<file path="src/mifl_pkg.sv">
// mifl_pkg: constants, register offsets and carrier types of the interrupt flag block
// assumes a 32-bit AXI4-Lite register bus with byte addresses below 0x100
package mifl_pkg;
  localparam int N_FLAGS  = 24;   // three 8-bit request flag registers
  localparam int N_EXT    = 6;    // external edge-detected interrupt pins
  localparam int N_KEY    = 4;    // key-return inputs
  localparam int ADDR_W   = 8;
  localparam int IDX_W    = 5;

  // register byte offsets
  localparam logic [7:0] OFF_FLAGS_G0L = 8'h00;  // request_flags_group0_low
  localparam logic [7:0] OFF_FLAGS_G0H = 8'h04;  // request_flags_group0_high
  localparam logic [7:0] OFF_FLAGS_G1L = 8'h08;  // request_flags_group1_low
  localparam logic [7:0] OFF_MASK_G0L  = 8'h0C;
  localparam logic [7:0] OFF_MASK_G0H  = 8'h10;
  localparam logic [7:0] OFF_MASK_G1L  = 8'h14;  // mask_flags_group1_low
  localparam logic [7:0] OFF_PRIO_G0L  = 8'h18;
  localparam logic [7:0] OFF_PRIO_G0H  = 8'h1C;
  localparam logic [7:0] OFF_PRIO_G1L  = 8'h20;  // priority_flags_group1_low
  localparam logic [7:0] OFF_RISE_EN   = 8'h24;  // rising_edge_enable_reg
  localparam logic [7:0] OFF_FALL_EN   = 8'h28;  // falling_edge_enable_reg
  localparam logic [7:0] OFF_PORT_MODE = 8'h2C;  // 1 = pin used as plain port
  localparam logic [7:0] OFF_KEY_MODE  = 8'h30;  // key_return_mode_reg
  localparam logic [7:0] OFF_KEY_PULL  = 8'h34;  // key_port_pullup_reg
  localparam logic [7:0] OFF_CTRL      = 8'h38;  // bit 0 global_interrupt_enable
  localparam logic [7:0] OFF_BIT_CLR   = 8'h3C;  // write flag index: single-bit clear
  localparam logic [7:0] OFF_EV_STAT   = 8'h40;  // sticky event status, read only
  localparam logic [7:0] OFF_EV_CLR    = 8'h44;  // write one to clear, write only
  localparam logic [7:0] OFF_EV_EN     = 8'h48;  // event interrupt enable
  localparam logic [7:0] OFF_REQ_STAT  = 8'h4C;  // current request to the core

  // reset values
  localparam logic [7:0] FLAG_RST = 8'h00;
  localparam logic [7:0] MASK_RST = 8'hFF;
  localparam logic [7:0] PRIO_RST = 8'hFF;
  localparam logic [7:0] EDGE_RST = 8'h00;
  localparam logic [7:0] PORT_RST = 8'h00;
  localparam logic [3:0] KEY_RST  = 4'h0;
  localparam logic [3:0] PULL_RST = 4'h0;
  localparam logic [2:0] EV_RST   = 3'h0;

  // flag positions
  localparam int KEY_FLAG = 6;                           // key interrupt request flag
  localparam logic [N_FLAGS-1:0] HW_SET_MASK = 24'h3F_FFFF; // g1l bits 6,7 unused

  // event status bits
  localparam int EV_EXT_EDGE = 0;
  localparam int EV_KEY      = 1;
  localparam int EV_BRK      = 2;
  localparam int N_EV        = 3;

  localparam logic [1:0] RESP_OKAY   = 2'h0;
  localparam logic [1:0] RESP_SLVERR = 2'h2;

  // acknowledge from the processor core, one-cycle pulse in valid or ret
  typedef struct packed {
    logic             valid;  // interrupt acknowledged
    logic             software_break_instr;    // acknowledged one is the software break
    logic [IDX_W-1:0] index;  // flag index of a maskable acknowledge
    logic             ret;    // maskable return executed, restores enable
  } mifl_ack_t;

  // request presented to the core
  typedef struct packed {
    logic             valid;
    logic             high;   // winner has high priority
    logic [IDX_W-1:0] index;
  } mifl_req_t;
endpackage

</file>
<file path="src/mifl_flags.sv">
// mifl_flags: request/mask/priority flags, edge and key detectors, AXI4-Lite slave
// assumes inputs synchronous to mclk; core acknowledges come as one-cycle pulses
//
// The implementer's own choices: the address map and the AXI4-Lite register port.
`timescale 1ns/100ps
`default_nettype none

module mifl_flags
  import mifl_pkg::*;
(
  input  wire logic               mclk,
  input  wire logic               reset,
  input  wire logic [ADDR_W-1:0]  s_axi_awaddr,
  input  wire logic               s_axi_awvalid,
  output logic                    s_axi_awready,
  input  wire logic [31:0]        s_axi_wdata,
  input  wire logic [3:0]         s_axi_wstrb,
  input  wire logic               s_axi_wvalid,
  output logic                    s_axi_wready,
  output logic [1:0]              s_axi_bresp,
  output logic                    s_axi_bvalid,
  input  wire logic               s_axi_bready,
  input  wire logic [ADDR_W-1:0]  s_axi_araddr,
  input  wire logic               s_axi_arvalid,
  output logic                    s_axi_arready,
  output logic [31:0]             s_axi_rdata,
  output logic [1:0]              s_axi_rresp,
  output logic                    s_axi_rvalid,
  input  wire logic               s_axi_rready,
  input  wire logic [N_FLAGS-1:0] periph_event,
  input  wire logic [N_EXT-1:0]   ext_pin,
  input  wire logic [N_KEY-1:0]   key_pin,
  input  wire mifl_ack_t          core_ack,
  output mifl_req_t               int_req,
  output logic                    irq
);

  // lowest set index of a vector
  function automatic logic [IDX_W-1:0] first_set(input logic [N_FLAGS-1:0] v);
    logic [IDX_W-1:0] r;
    r = '0;
    for (int i = N_FLAGS - 1; i >= 0; i--) begin
      if (v[i]) begin
        r = IDX_W'(i);
      end
    end
    return r;
  endfunction

  logic [N_FLAGS-1:0] flags, next_flags, mask, prio, set_vec, pend, pend_hi;
  logic [7:0]         rise_en, fall_en, port_mode;
  logic [N_KEY-1:0]   key_mode, key_pull;
  logic               ie;
  logic [N_EV-1:0]    ev_stat, ev_en, ev_set;
  logic [N_EXT-1:0]   ext_lvl, ext_prev, ext_edge;
  logic               key_lvl, key_prev, key_fall;
  logic [ADDR_W-1:0]  aw_addr;
  logic [31:0]        w_data;
  logic               w_strb0, aw_held, w_held, wr_go;
  logic [31:0]        rd_data;
  logic               rd_err, wr_err;

  // write address and data are taken independently, in either order
  assign s_axi_awready = !aw_held && !s_axi_bvalid;
  assign s_axi_wready  = !w_held && !s_axi_bvalid;
  assign wr_go         = aw_held && w_held && !s_axi_bvalid;
  assign s_axi_arready = !s_axi_rvalid;

  always_ff @(posedge mclk) begin
    if (reset) begin
      aw_held <= 1'b0;
      aw_addr <= '0;
    end else if (s_axi_awvalid && s_axi_awready) begin
      aw_held <= 1'b1;
      aw_addr <= s_axi_awaddr;
    end else if (wr_go) begin
      aw_held <= 1'b0;
    end
  end

  always_ff @(posedge mclk) begin
    if (reset) begin
      w_held  <= 1'b0;
      w_data  <= '0;
      w_strb0 <= 1'b0;
    end else if (s_axi_wvalid && s_axi_wready) begin
      w_held  <= 1'b1;
      w_data  <= s_axi_wdata;
      w_strb0 <= s_axi_wstrb[0];   // all registers live in byte lane 0
    end else if (wr_go) begin
      w_held  <= 1'b0;
    end
  end

  // write response, one cycle after both halves are held
  always_comb begin
    wr_err = 1'b0;
    if (aw_addr[1:0] != 2'b00 || aw_addr > OFF_REQ_STAT) begin
      wr_err = 1'b1;
    end else if (aw_addr == OFF_EV_STAT || aw_addr == OFF_REQ_STAT) begin
      wr_err = 1'b1;               // read-only registers
    end
  end

  always_ff @(posedge mclk) begin
    if (reset) begin
      s_axi_bvalid <= 1'b0;
      s_axi_bresp  <= RESP_OKAY;
    end else if (wr_go) begin
      s_axi_bvalid <= 1'b1;
      s_axi_bresp  <= wr_err ? RESP_SLVERR : RESP_OKAY;
    end else if (s_axi_bready) begin
      s_axi_bvalid <= 1'b0;
    end
  end

  // a write with lane 0 disabled changes nothing but is still answered
  logic wr_en;
  assign wr_en = wr_go && w_strb0 && !wr_err;

  // pin used as port is forced low, so a mode switch can itself make an edge
  assign ext_lvl  = ext_pin & ~port_mode[N_EXT-1:0];
  assign ext_edge = (ext_lvl & ~ext_prev & rise_en[N_EXT-1:0])
                  | (~ext_lvl & ext_prev & fall_en[N_EXT-1:0]);
  // key line is the AND of enabled inputs; a mode change can drop it
  assign key_lvl  = &(key_pin | ~key_mode);
  assign key_fall = key_prev & ~key_lvl;

  always_ff @(posedge mclk) begin
    if (reset) begin
      ext_prev <= '0;
      key_prev <= 1'b1;
    end else begin
      ext_prev <= ext_lvl;
      key_prev <= key_lvl;
    end
  end

  // hardware sets; unused group1 bits 6,7 are never set by a source
  always_comb begin
    set_vec = periph_event;
    set_vec[N_EXT-1:0] = set_vec[N_EXT-1:0] | ext_edge;
    set_vec[KEY_FLAG]  = set_vec[KEY_FLAG] | key_fall;
    set_vec = set_vec & HW_SET_MASK;
  end

  // software and core clear; a set in the same cycle always survives
  always_comb begin
    next_flags = flags;
    if (wr_en && aw_addr == OFF_FLAGS_G0L) next_flags[7:0]   = w_data[7:0];
    if (wr_en && aw_addr == OFF_FLAGS_G0H) next_flags[15:8]  = w_data[7:0];
    if (wr_en && aw_addr == OFF_FLAGS_G1L) next_flags[23:16] = w_data[7:0];
    if (wr_en && aw_addr == OFF_BIT_CLR && w_data[IDX_W-1:0] < IDX_W'(N_FLAGS)) begin
      next_flags[w_data[IDX_W-1:0]] = 1'b0;
    end
    if (core_ack.valid && !core_ack.software_break_instr && core_ack.index < IDX_W'(N_FLAGS)) begin
      next_flags[core_ack.index] = 1'b0;
    end
    next_flags = next_flags | set_vec;
  end

  always_ff @(posedge mclk) begin
    if (reset) begin
      flags <= {FLAG_RST, FLAG_RST, FLAG_RST};
    end else begin
      flags <= next_flags;
    end
  end

  // configuration registers; group1 bits 6,7 reset masked and low priority
  always_ff @(posedge mclk) begin
    if (reset) begin
      mask      <= {MASK_RST, MASK_RST, MASK_RST};
      prio      <= {PRIO_RST, PRIO_RST, PRIO_RST};
      rise_en   <= EDGE_RST;
      fall_en   <= EDGE_RST;
      port_mode <= PORT_RST;
      key_mode  <= KEY_RST;
      key_pull  <= PULL_RST;
      ev_en     <= EV_RST;
    end else if (wr_en) begin
      unique case (aw_addr)
        OFF_MASK_G0L:  mask[7:0]   <= w_data[7:0];
        OFF_MASK_G0H:  mask[15:8]  <= w_data[7:0];
        OFF_MASK_G1L:  mask[23:16] <= w_data[7:0];
        OFF_PRIO_G0L:  prio[7:0]   <= w_data[7:0];
        OFF_PRIO_G0H:  prio[15:8]  <= w_data[7:0];
        OFF_PRIO_G1L:  prio[23:16] <= w_data[7:0];
        OFF_RISE_EN:   rise_en     <= w_data[7:0];
        OFF_FALL_EN:   fall_en     <= w_data[7:0];
        OFF_PORT_MODE: port_mode   <= w_data[7:0];
        OFF_KEY_MODE:  key_mode    <= w_data[N_KEY-1:0];
        OFF_KEY_PULL:  key_pull    <= w_data[N_KEY-1:0];
        OFF_EV_EN:     ev_en       <= w_data[N_EV-1:0];
        default: ;
      endcase
    end
  end

  // any acknowledge drops the enable, break included, so a request raised
  // during the break is held off; acknowledge beats a software write
  always_ff @(posedge mclk) begin
    if (reset) begin
      ie <= 1'b0;
    end else if (core_ack.valid) begin
      ie <= 1'b0;
    end else if (core_ack.ret) begin
      ie <= 1'b1;
    end else if (wr_en && aw_addr == OFF_CTRL) begin
      ie <= w_data[0];
    end
  end

  // request arbitration: high priority first, then lowest index
  assign pend    = flags & ~mask;
  assign pend_hi = pend & ~prio;

  always_ff @(posedge mclk) begin
    if (reset) begin
      int_req <= '0;
    end else begin
      int_req.valid <= ie && (|pend) && !core_ack.valid;
      int_req.high  <= |pend_hi;
      int_req.index <= (|pend_hi) ? first_set(pend_hi) : first_set(pend);
    end
  end

  // sticky events; set wins over a same-cycle clear
  always_comb begin
    ev_set = '0;
    ev_set[EV_EXT_EDGE] = |ext_edge;
    ev_set[EV_KEY]      = key_fall;
    ev_set[EV_BRK]      = core_ack.valid && core_ack.software_break_instr;
  end

  always_ff @(posedge mclk) begin
    if (reset) begin
      ev_stat <= EV_RST;
    end else if (wr_en && aw_addr == OFF_EV_CLR) begin
      ev_stat <= (ev_stat & ~w_data[N_EV-1:0]) | ev_set;
    end else begin
      ev_stat <= ev_stat | ev_set;
    end
  end

  assign irq = |(ev_stat & ev_en);

  // read decode; write-only and unmapped addresses answer SLVERR
  always_comb begin
    rd_data = '0;
    rd_err  = 1'b0;
    unique case (s_axi_araddr)
      OFF_FLAGS_G0L: rd_data[7:0] = flags[7:0];
      OFF_FLAGS_G0H: rd_data[7:0] = flags[15:8];
      OFF_FLAGS_G1L: rd_data[7:0] = flags[23:16];
      OFF_MASK_G0L:  rd_data[7:0] = mask[7:0];
      OFF_MASK_G0H:  rd_data[7:0] = mask[15:8];
      OFF_MASK_G1L:  rd_data[7:0] = mask[23:16];
      OFF_PRIO_G0L:  rd_data[7:0] = prio[7:0];
      OFF_PRIO_G0H:  rd_data[7:0] = prio[15:8];
      OFF_PRIO_G1L:  rd_data[7:0] = prio[23:16];
      OFF_RISE_EN:   rd_data[7:0] = rise_en;
      OFF_FALL_EN:   rd_data[7:0] = fall_en;
      OFF_PORT_MODE: rd_data[7:0] = port_mode;
      OFF_KEY_MODE:  rd_data[N_KEY-1:0] = key_mode;
      OFF_KEY_PULL:  rd_data[N_KEY-1:0] = key_pull;
      OFF_CTRL:      rd_data[0] = ie;
      OFF_EV_STAT:   rd_data[N_EV-1:0] = ev_stat;
      OFF_EV_EN:     rd_data[N_EV-1:0] = ev_en;
      OFF_REQ_STAT:  rd_data[IDX_W+1:0] = {int_req.valid, int_req.high, int_req.index};
      default:       rd_err = 1'b1;
    endcase
  end

  always_ff @(posedge mclk) begin
    if (reset) begin
      s_axi_rvalid <= 1'b0;
      s_axi_rdata  <= '0;
      s_axi_rresp  <= RESP_OKAY;
    end else if (s_axi_arvalid && s_axi_arready) begin
      s_axi_rvalid <= 1'b1;
      s_axi_rdata  <= rd_data;
      s_axi_rresp  <= rd_err ? RESP_SLVERR : RESP_OKAY;
    end else if (s_axi_rready) begin
      s_axi_rvalid <= 1'b0;
    end
  end

endmodule // mifl_flags

`default_nettype wire

</file>
<file path="config.mk">
export PLATFORM = sky130hd
export DESIGN_NAME = mifl_flags
export DESIGN_NICKNAME = d
export VERILOG_FILES = /design/src/mifl_pkg.sv /design/src/mifl_flags.sv
export SDC_FILE = /design/constraint.sdc
export NUM_CORES = 1
export LEC_CHECK = 0
export BUFFER_PORTS_ARGS = -buffer_cell sky130_fd_sc_hd__buf_2
export CELL_PAD_IN_SITES_DETAIL_PLACEMENT = 0
export CELL_PAD_IN_SITES_GLOBAL_PLACEMENT = 1
export CORE_ASPECT_RATIO = 0.5
export CORE_MARGIN = 8
export CORE_UTILIZATION = 25
export DETAILED_ROUTE_END_ITERATION = 10
export PLACE_DENSITY = 0.49
export SYNTH_ARGS = -nofsm -noshare
export SYNTH_HDL_FRONTEND = slang
export SYNTH_SLANG_ARGS = --single-unit
export TNS_END_PERCENT = 30
</file>
<file path="constraint.sdc">
create_clock -name mclk -period 3.8 [get_ports mclk]
set_input_delay 0.76 -clock mclk [delete_from_list [all_inputs] [get_ports mclk]]
set_output_delay 0.76 -clock mclk [all_outputs]
set_load 0.01 [all_outputs]
</file>
Word-level counts from Yosys, hierarchy flattened
Index checks and enable logic that the tools add are counted.
{"block": "word_totals", "ff_bits": 158, "mem_bits_rw": 0, "latchBits": 0, "mem_bits_ro": 0, "memories": 0}
{"block": "classes", "n_mux": 77, "n_reduce_logical": 59, "addsub": 0, "order_cmp": 7, "n_bitwise": 29, "n_eq_ne": 36, "n_div": 0, "shift": 0, "multipliers": 0}
{"operator": "5-bit 2-to-1 mux", "count": 49}
{"operator": "8-bit by 6-bit == test with 1-bit output, second input constant", "count": 15}
{"operator": "24-bit bitwise AND", "count": 4}
{"operator": "24-bit inverter", "count": 4}
{"operator": "8-bit by 5-bit == test with 1-bit output, second input constant", "count": 8}
{"operator": "8-bit by 7-bit == test with 1-bit output, second input constant", "count": 7}
{"operator": "24-bit 2-to-1 mux", "count": 2}
{"operator": "24-bit OR reduction", "count": 2}
{"operator": "3-bit case mux with 13 select lines", "count": 1}
{"operator": "2-bit case mux with 17 select lines", "count": 1}
{"operator": "8-bit by 4-bit == test with 1-bit output, second input constant", "count": 4}
{"operator": "6-bit bitwise AND", "count": 5}
{"operator": "8-bit 2-to-1 mux", "count": 3}
{"operator": "24-bit by 22-bit bitwise OR with 24-bit output", "count": 1}
{"operator": "2-bit AND reduction", "count": 12}
{"operator": "1-bit logical AND", "count": 23}
{"operator": "6-bit inverter", "count": 3}
{"operator": "1-bit case mux with 18 select lines", "count": 1}
{"operator": "18-bit OR reduction", "count": 1}
{"operator": "8-bit by 3-bit == test with 1-bit output, second input constant", "count": 2}
{"operator": "8-bit zero test", "count": 2}
{"operator": "1-bit case mux with 15 select lines", "count": 1}
{"operator": "1-bit 2-to-1 mux", "count": 13}
{"operator": "5-bit by 6-bit less-than comparator with 1-bit output, second input constant", "count": 2}
{"operator": "other kinds (23)", "count": 42}

Depth between registers and ports, before layout
{"block": "logic_depth", "word_depth": 28, "mapped_depth": 9, "mapped_depth_nobuf": 6}

Worst setup path before layout
Ideal clock, no wire load.
{"block": "synth_timing", "path_type": "input -> register", "start": "input s_axi_araddr[7]", "end": "register s_axi_rdata[6]", "required_ns": 3.705, "arrival_ns": 2.295, "path_buffers": 1, "path_stages": 7, "path_slack_ns": 1.409, "cell_sequence": "clkbuf_1 or4b_2 nor2_1 a22o_1 a221o_1 nand2_1 a221oi_1"}
{"block": "synth_via", "elab_chain_len": 2, "word_cells_on_any_way": 14}
{"element": "from (decl)", "line": "mifl_flags.sv:23", "text": "input wire logic [ADDR_W-1:0] s_axi_araddr,"}
{"element": "8-bit by 7-bit == test with 1-bit output (tied with other cells)", "line": "mifl_flags.sv:252", "text": "unique case (s_axi_araddr)"}
{"element": "3-bit case mux with 13 select lines (*)", "line": "mifl_flags.sv:252"}
{"element": "to (signal assigned)", "line": "mifl_flags.sv:282", "text": "s_axi_rdata <= rd_data;"}
{"element": "to (decl)", "line": "mifl_flags.sv:26", "text": "output logic [31:0] s_axi_rdata,"}
Every way passes the cells marked *; elsewhere a longest branch is shown, timed or not.
A chain may end at the register's enable or synchronous reset.

Worst setup path in the final report
{"block": "layout_timing", "start": "register aw_addr[7]", "end": "register flags[21]"}
{"block": "layout_via", "elab_chain_len": 13, "word_cells_on_any_way": 20}
{"element": "from (decl)", "line": "mifl_flags.sv:57", "text": "logic [ADDR_W-1:0] aw_addr;"}
{"element": "from (signal assigned)", "line": "mifl_flags.sv:75", "text": "aw_addr <= s_axi_awaddr;"}
{"element": "parallel branches: the longest is 9 deep, another holds 8-bit by 7-bit > comparator with 1-bit output"}
{"element": "24-bit 2-to-1 mux (*)", "line": "mifl_flags.sv:153", "text": "if (wr_en && aw_addr == OFF_BIT_CLR && w_data[IDX_W-1:0] < IDX_W'(N_FLAGS)) begin"}
{"element": "24-bit bitwise AND (no source line)"}
{"element": "24-bit 2-to-1 mux (*)", "line": "mifl_flags.sv:156", "text": "if (core_ack.valid && !core_ack.software_break_instr && core_ack.index < IDX_W'(N_FLAGS)) begin"}
{"element": "24-bit by 22-bit bitwise OR with 24-bit output (*)", "line": "mifl_flags.sv:159", "text": "next_flags = next_flags | set_vec;"}
{"element": "to (signal assigned)", "line": "mifl_flags.sv:164", "text": "flags <= {FLAG_RST, FLAG_RST, FLAG_RST};"}
{"element": "to (signal assigned)", "line": "mifl_flags.sv:166", "text": "flags <= next_flags;"}
{"element": "to (decl)", "line": "mifl_flags.sv:50", "text": "logic [N_FLAGS-1:0] flags, next_flags, mask, prio, set_vec, pend, pend_hi;"}
Every way passes the cells marked *.

==> summary by stage <==
Drt
The detailed router's first-iteration violation count is 892. The antenna violation net count after detailed routing is 0. The DRC violation count after routing is 0. The wire length reported by the detailed router is 40100 µm. For this run, the detailed router's first-pass iteration total came to 5.

The average via count per standard cell is 5.24. The total number of vias is 9020. The routed length per placed instance is 23.3 µm.

Global route
The wire length of the first global-routing pass is 58300 µm. The sum of overflow across all layers after global routing is 0. The number of global-route vias before repair is 8714. The number of antenna violations at the first check in global routing is 1.

For this run, the total global-route usage over all layers was measured as 18.4%. Entering global routing, the biggest net connects 71 pins.

STA
The clock tree skew after final layout is 0.00944 ns. The smallest setup slack after layout is 1.08 ns. Setup repair after global routing left no endpoint under its margin. The accumulated negative setup slack is 0 ns. The number of pins exceeding their max-slew limit in the final report was 0. The upper clock frequency limit is 0.367 GHz. The hold violation total from the final report is 0. The smallest clock period supported by the final layout is computed as 2.72 ns.

The final-report setup violation count is 0. At the pin with the least slew margin, the transition time is 1.06 ns. The headroom to the max-slew limit is 29.2%. The final cycle utilization of the critical path is 71.7%.

Finish
The library cell used most frequently in the layout, excluding fill and tap cells, is nand2_1. The utilization of the core after routing is 29.4%. In the layout the commonest cells are nand2_1 (184), dfxtp_1 (156), nand3_1 (111). After the last flow step, the layout net total stands at 1323.

Counting the fill cells in the layout gives 3889. Relative to the synthesized area, the layout overhead comes to 16.7%. The post-route non-filler standard cell count is 1720. The share of post-route cells with drive strength above 1 is 16.4%.

Logic synthesis
The average cell area after synthesis is 7.74 µm². The combined area of all synthesized cells is 9000 µm². The share of async-settable or async-resettable flops after synthesis is 0%.

During synthesis, Yosys emitted a total of 0 warnings. The instance count of the mapped netlist is 1162. The number of enable-type register cells in the synthesized netlist is 0. The number of different library cells in the post-synthesis netlist is 77. The sequential area share after synthesis is 34.7%.

The most used flip-flop cell after synthesis is dfxtp_1. Synthesis inferred 156 register bits.

Clock network
Counting the buffers created by CTS gives 17. The cell sitting at the root of the clock tree is a clkbuf_16. The depth of the CTS H-tree is 4. Buffers inserted to repair hold after CTS numbered 0.

The number of setup buffers added after CTS is 0. TritonCTS built the clock tree. The clock passes through at most 2 buffers. The count of clock tree sinks is 156.

The clock edge transition at the registers on the reported setup and hold paths is 0.07 ns. The clock reaches the later pin of the worst-skew pair after 0.46 ns. The post-cts resize count is 0.

Placement
The setup slack at placement is 0.941 ns. The number of I/O port buffers is 94. In this run, placement finished with an instance count of 1687. The global placer's final weighted congestion is 0.870.

The post-DP HPWL is 29900 µm.

Setup path
The worst endpoint required time is 4.12 ns. The highest net fanout along the worst path is 13. The classification of the worst setup path is reg2reg. The startpoint kind of the worst setup timing path is a flop. At the worst endpoint, the arrival time is 3.04 ns. The worst setup path is captured at a flop.

Die
The floorplan step set the die width to 284 µm. The die covers 42700 µm². Pin placement for this block handled 150 I/O pins. In this run the core area contains 49 standard-cell rows. The effective utilization at floorplan is 25.2%.

The die is 150 µm tall. The core box area is 35700 µm².

Flow run
The number of maximum-capacitance constraint violations is 0.

Pwr
The worst-case IR drop observed on VDD is 0.255 mV. The power per cell area is 381 nW/µm². The analysis attributes to cell leakage a power of 0.00404 µW.

Outcome
The run finished with clean final reports.

Min path
The type of the most critical hold path is reg2reg.
==> synthesized netlist by cell type, drive strengths merged, types with 5 or more instances <==
cell / count / share of area, %
nand2: 184 / 7.7
dfxtp: 156 / 35
nand3: 112 / 6.4
a21oi: 88 / 4.9
nor2: 77 / 3.4
nand3b: 59 / 4.9
clkbuf: 53 / 2.2
buf: 52 / 3.5
mux2i: 32 / 3.6
nand2b: 32 / 2.3
o21ai: 29 / 1.6
nor3: 27 / 1.7
nor2b: 24 / 1.7
nor3b: 23 / 2.0
inv: 22 / 0.92
mux2: 18 / 2.3
a31oi: 14 / 0.97
nor4: 13 / 1.1
a22o: 9 / 0.88
a211oi: 8 / 0.67
a221o: 8 / 0.89
o221ai: 8 / 0.78
a32oi: 7 / 0.68
and2: 7 / 0.49
nor4b: 7 / 0.89
o22ai: 7 / 0.49
a22oi: 5 / 0.42
nand4: 5 / 0.35
or3: 5 / 0.35
==> cell type report <==
| type | count | area (µm²) | share of cell area (%) |
|---|---|---|---|
| clock inverters | 15 | 165 | 1.57 |
| clock buffers | 17 | 425 | 4.05 |
| diodes | 1 | 2.50 | 0.0238 |
| well taps | 484 | 606 | 5.77 |
| repair buffers | 121 | 688 | 6.56 |
| multi-input cells | 904 | 5400 | 51.5 |
| flip-flops and latches | 156 | 3120 | 29.8 |
| inverters | 22 | 82.6 | 0.787 |
==> critical path, stage by stage, from the launching register on <==
cell and delay (ns):
dfxtp_1 0.45, and4bb_2 0.63, nand2_1 0.17, nor4b_1 0.87
nand2_1 0.20, a31oi_1 0.22, nor2_1 0.05
==> registers in the layout, summed over array words and instances (netlist names), 4 cells and up <==
signal / flops
aw_addr: 8
ext_prev: 6
fall_en: 8
flags: 24
int_req: 7
key_mode: 4
key_pull: 4
mask: 24
port_mode: 8
prio: 24
rise_en: 8
s_axi_rdata: 8
w_data: 8
==> report_power, final <==
group / internal [µW] / total, µW / switching [µW]
Sequential: 1680 / 1750 / 74.5
Clock: 981 / 1790 / 811
Combinational: 166 / 452 / 287
Total: 2820 / 4000 / 1170
==> cells by family after synthesis <==
family,count (synthesis),share of synthesized area (%)
multiplexers,54,6.86
AO/OA/AOI/OAI,223,16.2
flip-flops,156,34.7
buffers and inverters,127,6.65
AND/OR/NAND/NOR,601,35.6
other,1,0.0417
==> per-layer routing <==
metal | up-vias | wire length (µm) | global-route usage [%]
li1 | 4248 | - | -
met1 | 4445 | 19700 | 26.4
met2 | 296 | 17200 | 27.6
met3 | 31 | 2780 | 4.26
met4 | 0 | 475 | 4.28
met5 | - | 0 | 0
==> stage by stage <==
step | cell area (µm²) | total power (µW) | hold slack (ns)
after floorplan | 9090 | 2050 | 0.425
after global placement | 9900 | 2230 | 0.442
after detailed placement | 9900 | 2240 | 0.444
after CTS | 10500 | 4030 | 0.455
after global routing | 10500 | 4150 | 0.474
final | 10500 | 4000 | 0.453
==> final timing paths <==
check	startpoint	end	slack (ns)	cells past startpoint
worst max-delay path	aw_addr[7]$_SDFFE_PP0P_	flags[21]$_SDFF_PP0_	1.08	6
worst min-delay path	s_axi_rdata[4]$_SDFFE_PP0P_	s_axi_rdata[4]$_SDFFE_PP0P_	0.45	2
worst min register to register	s_axi_rdata[4]$_SDFFE_PP0P_	s_axi_rdata[4]$_SDFFE_PP0P_	0.45	2
worst max register to register	aw_addr[7]$_SDFFE_PP0P_	flags[21]$_SDFF_PP0_	1.08	6
(Power assumes the default switching activity.)
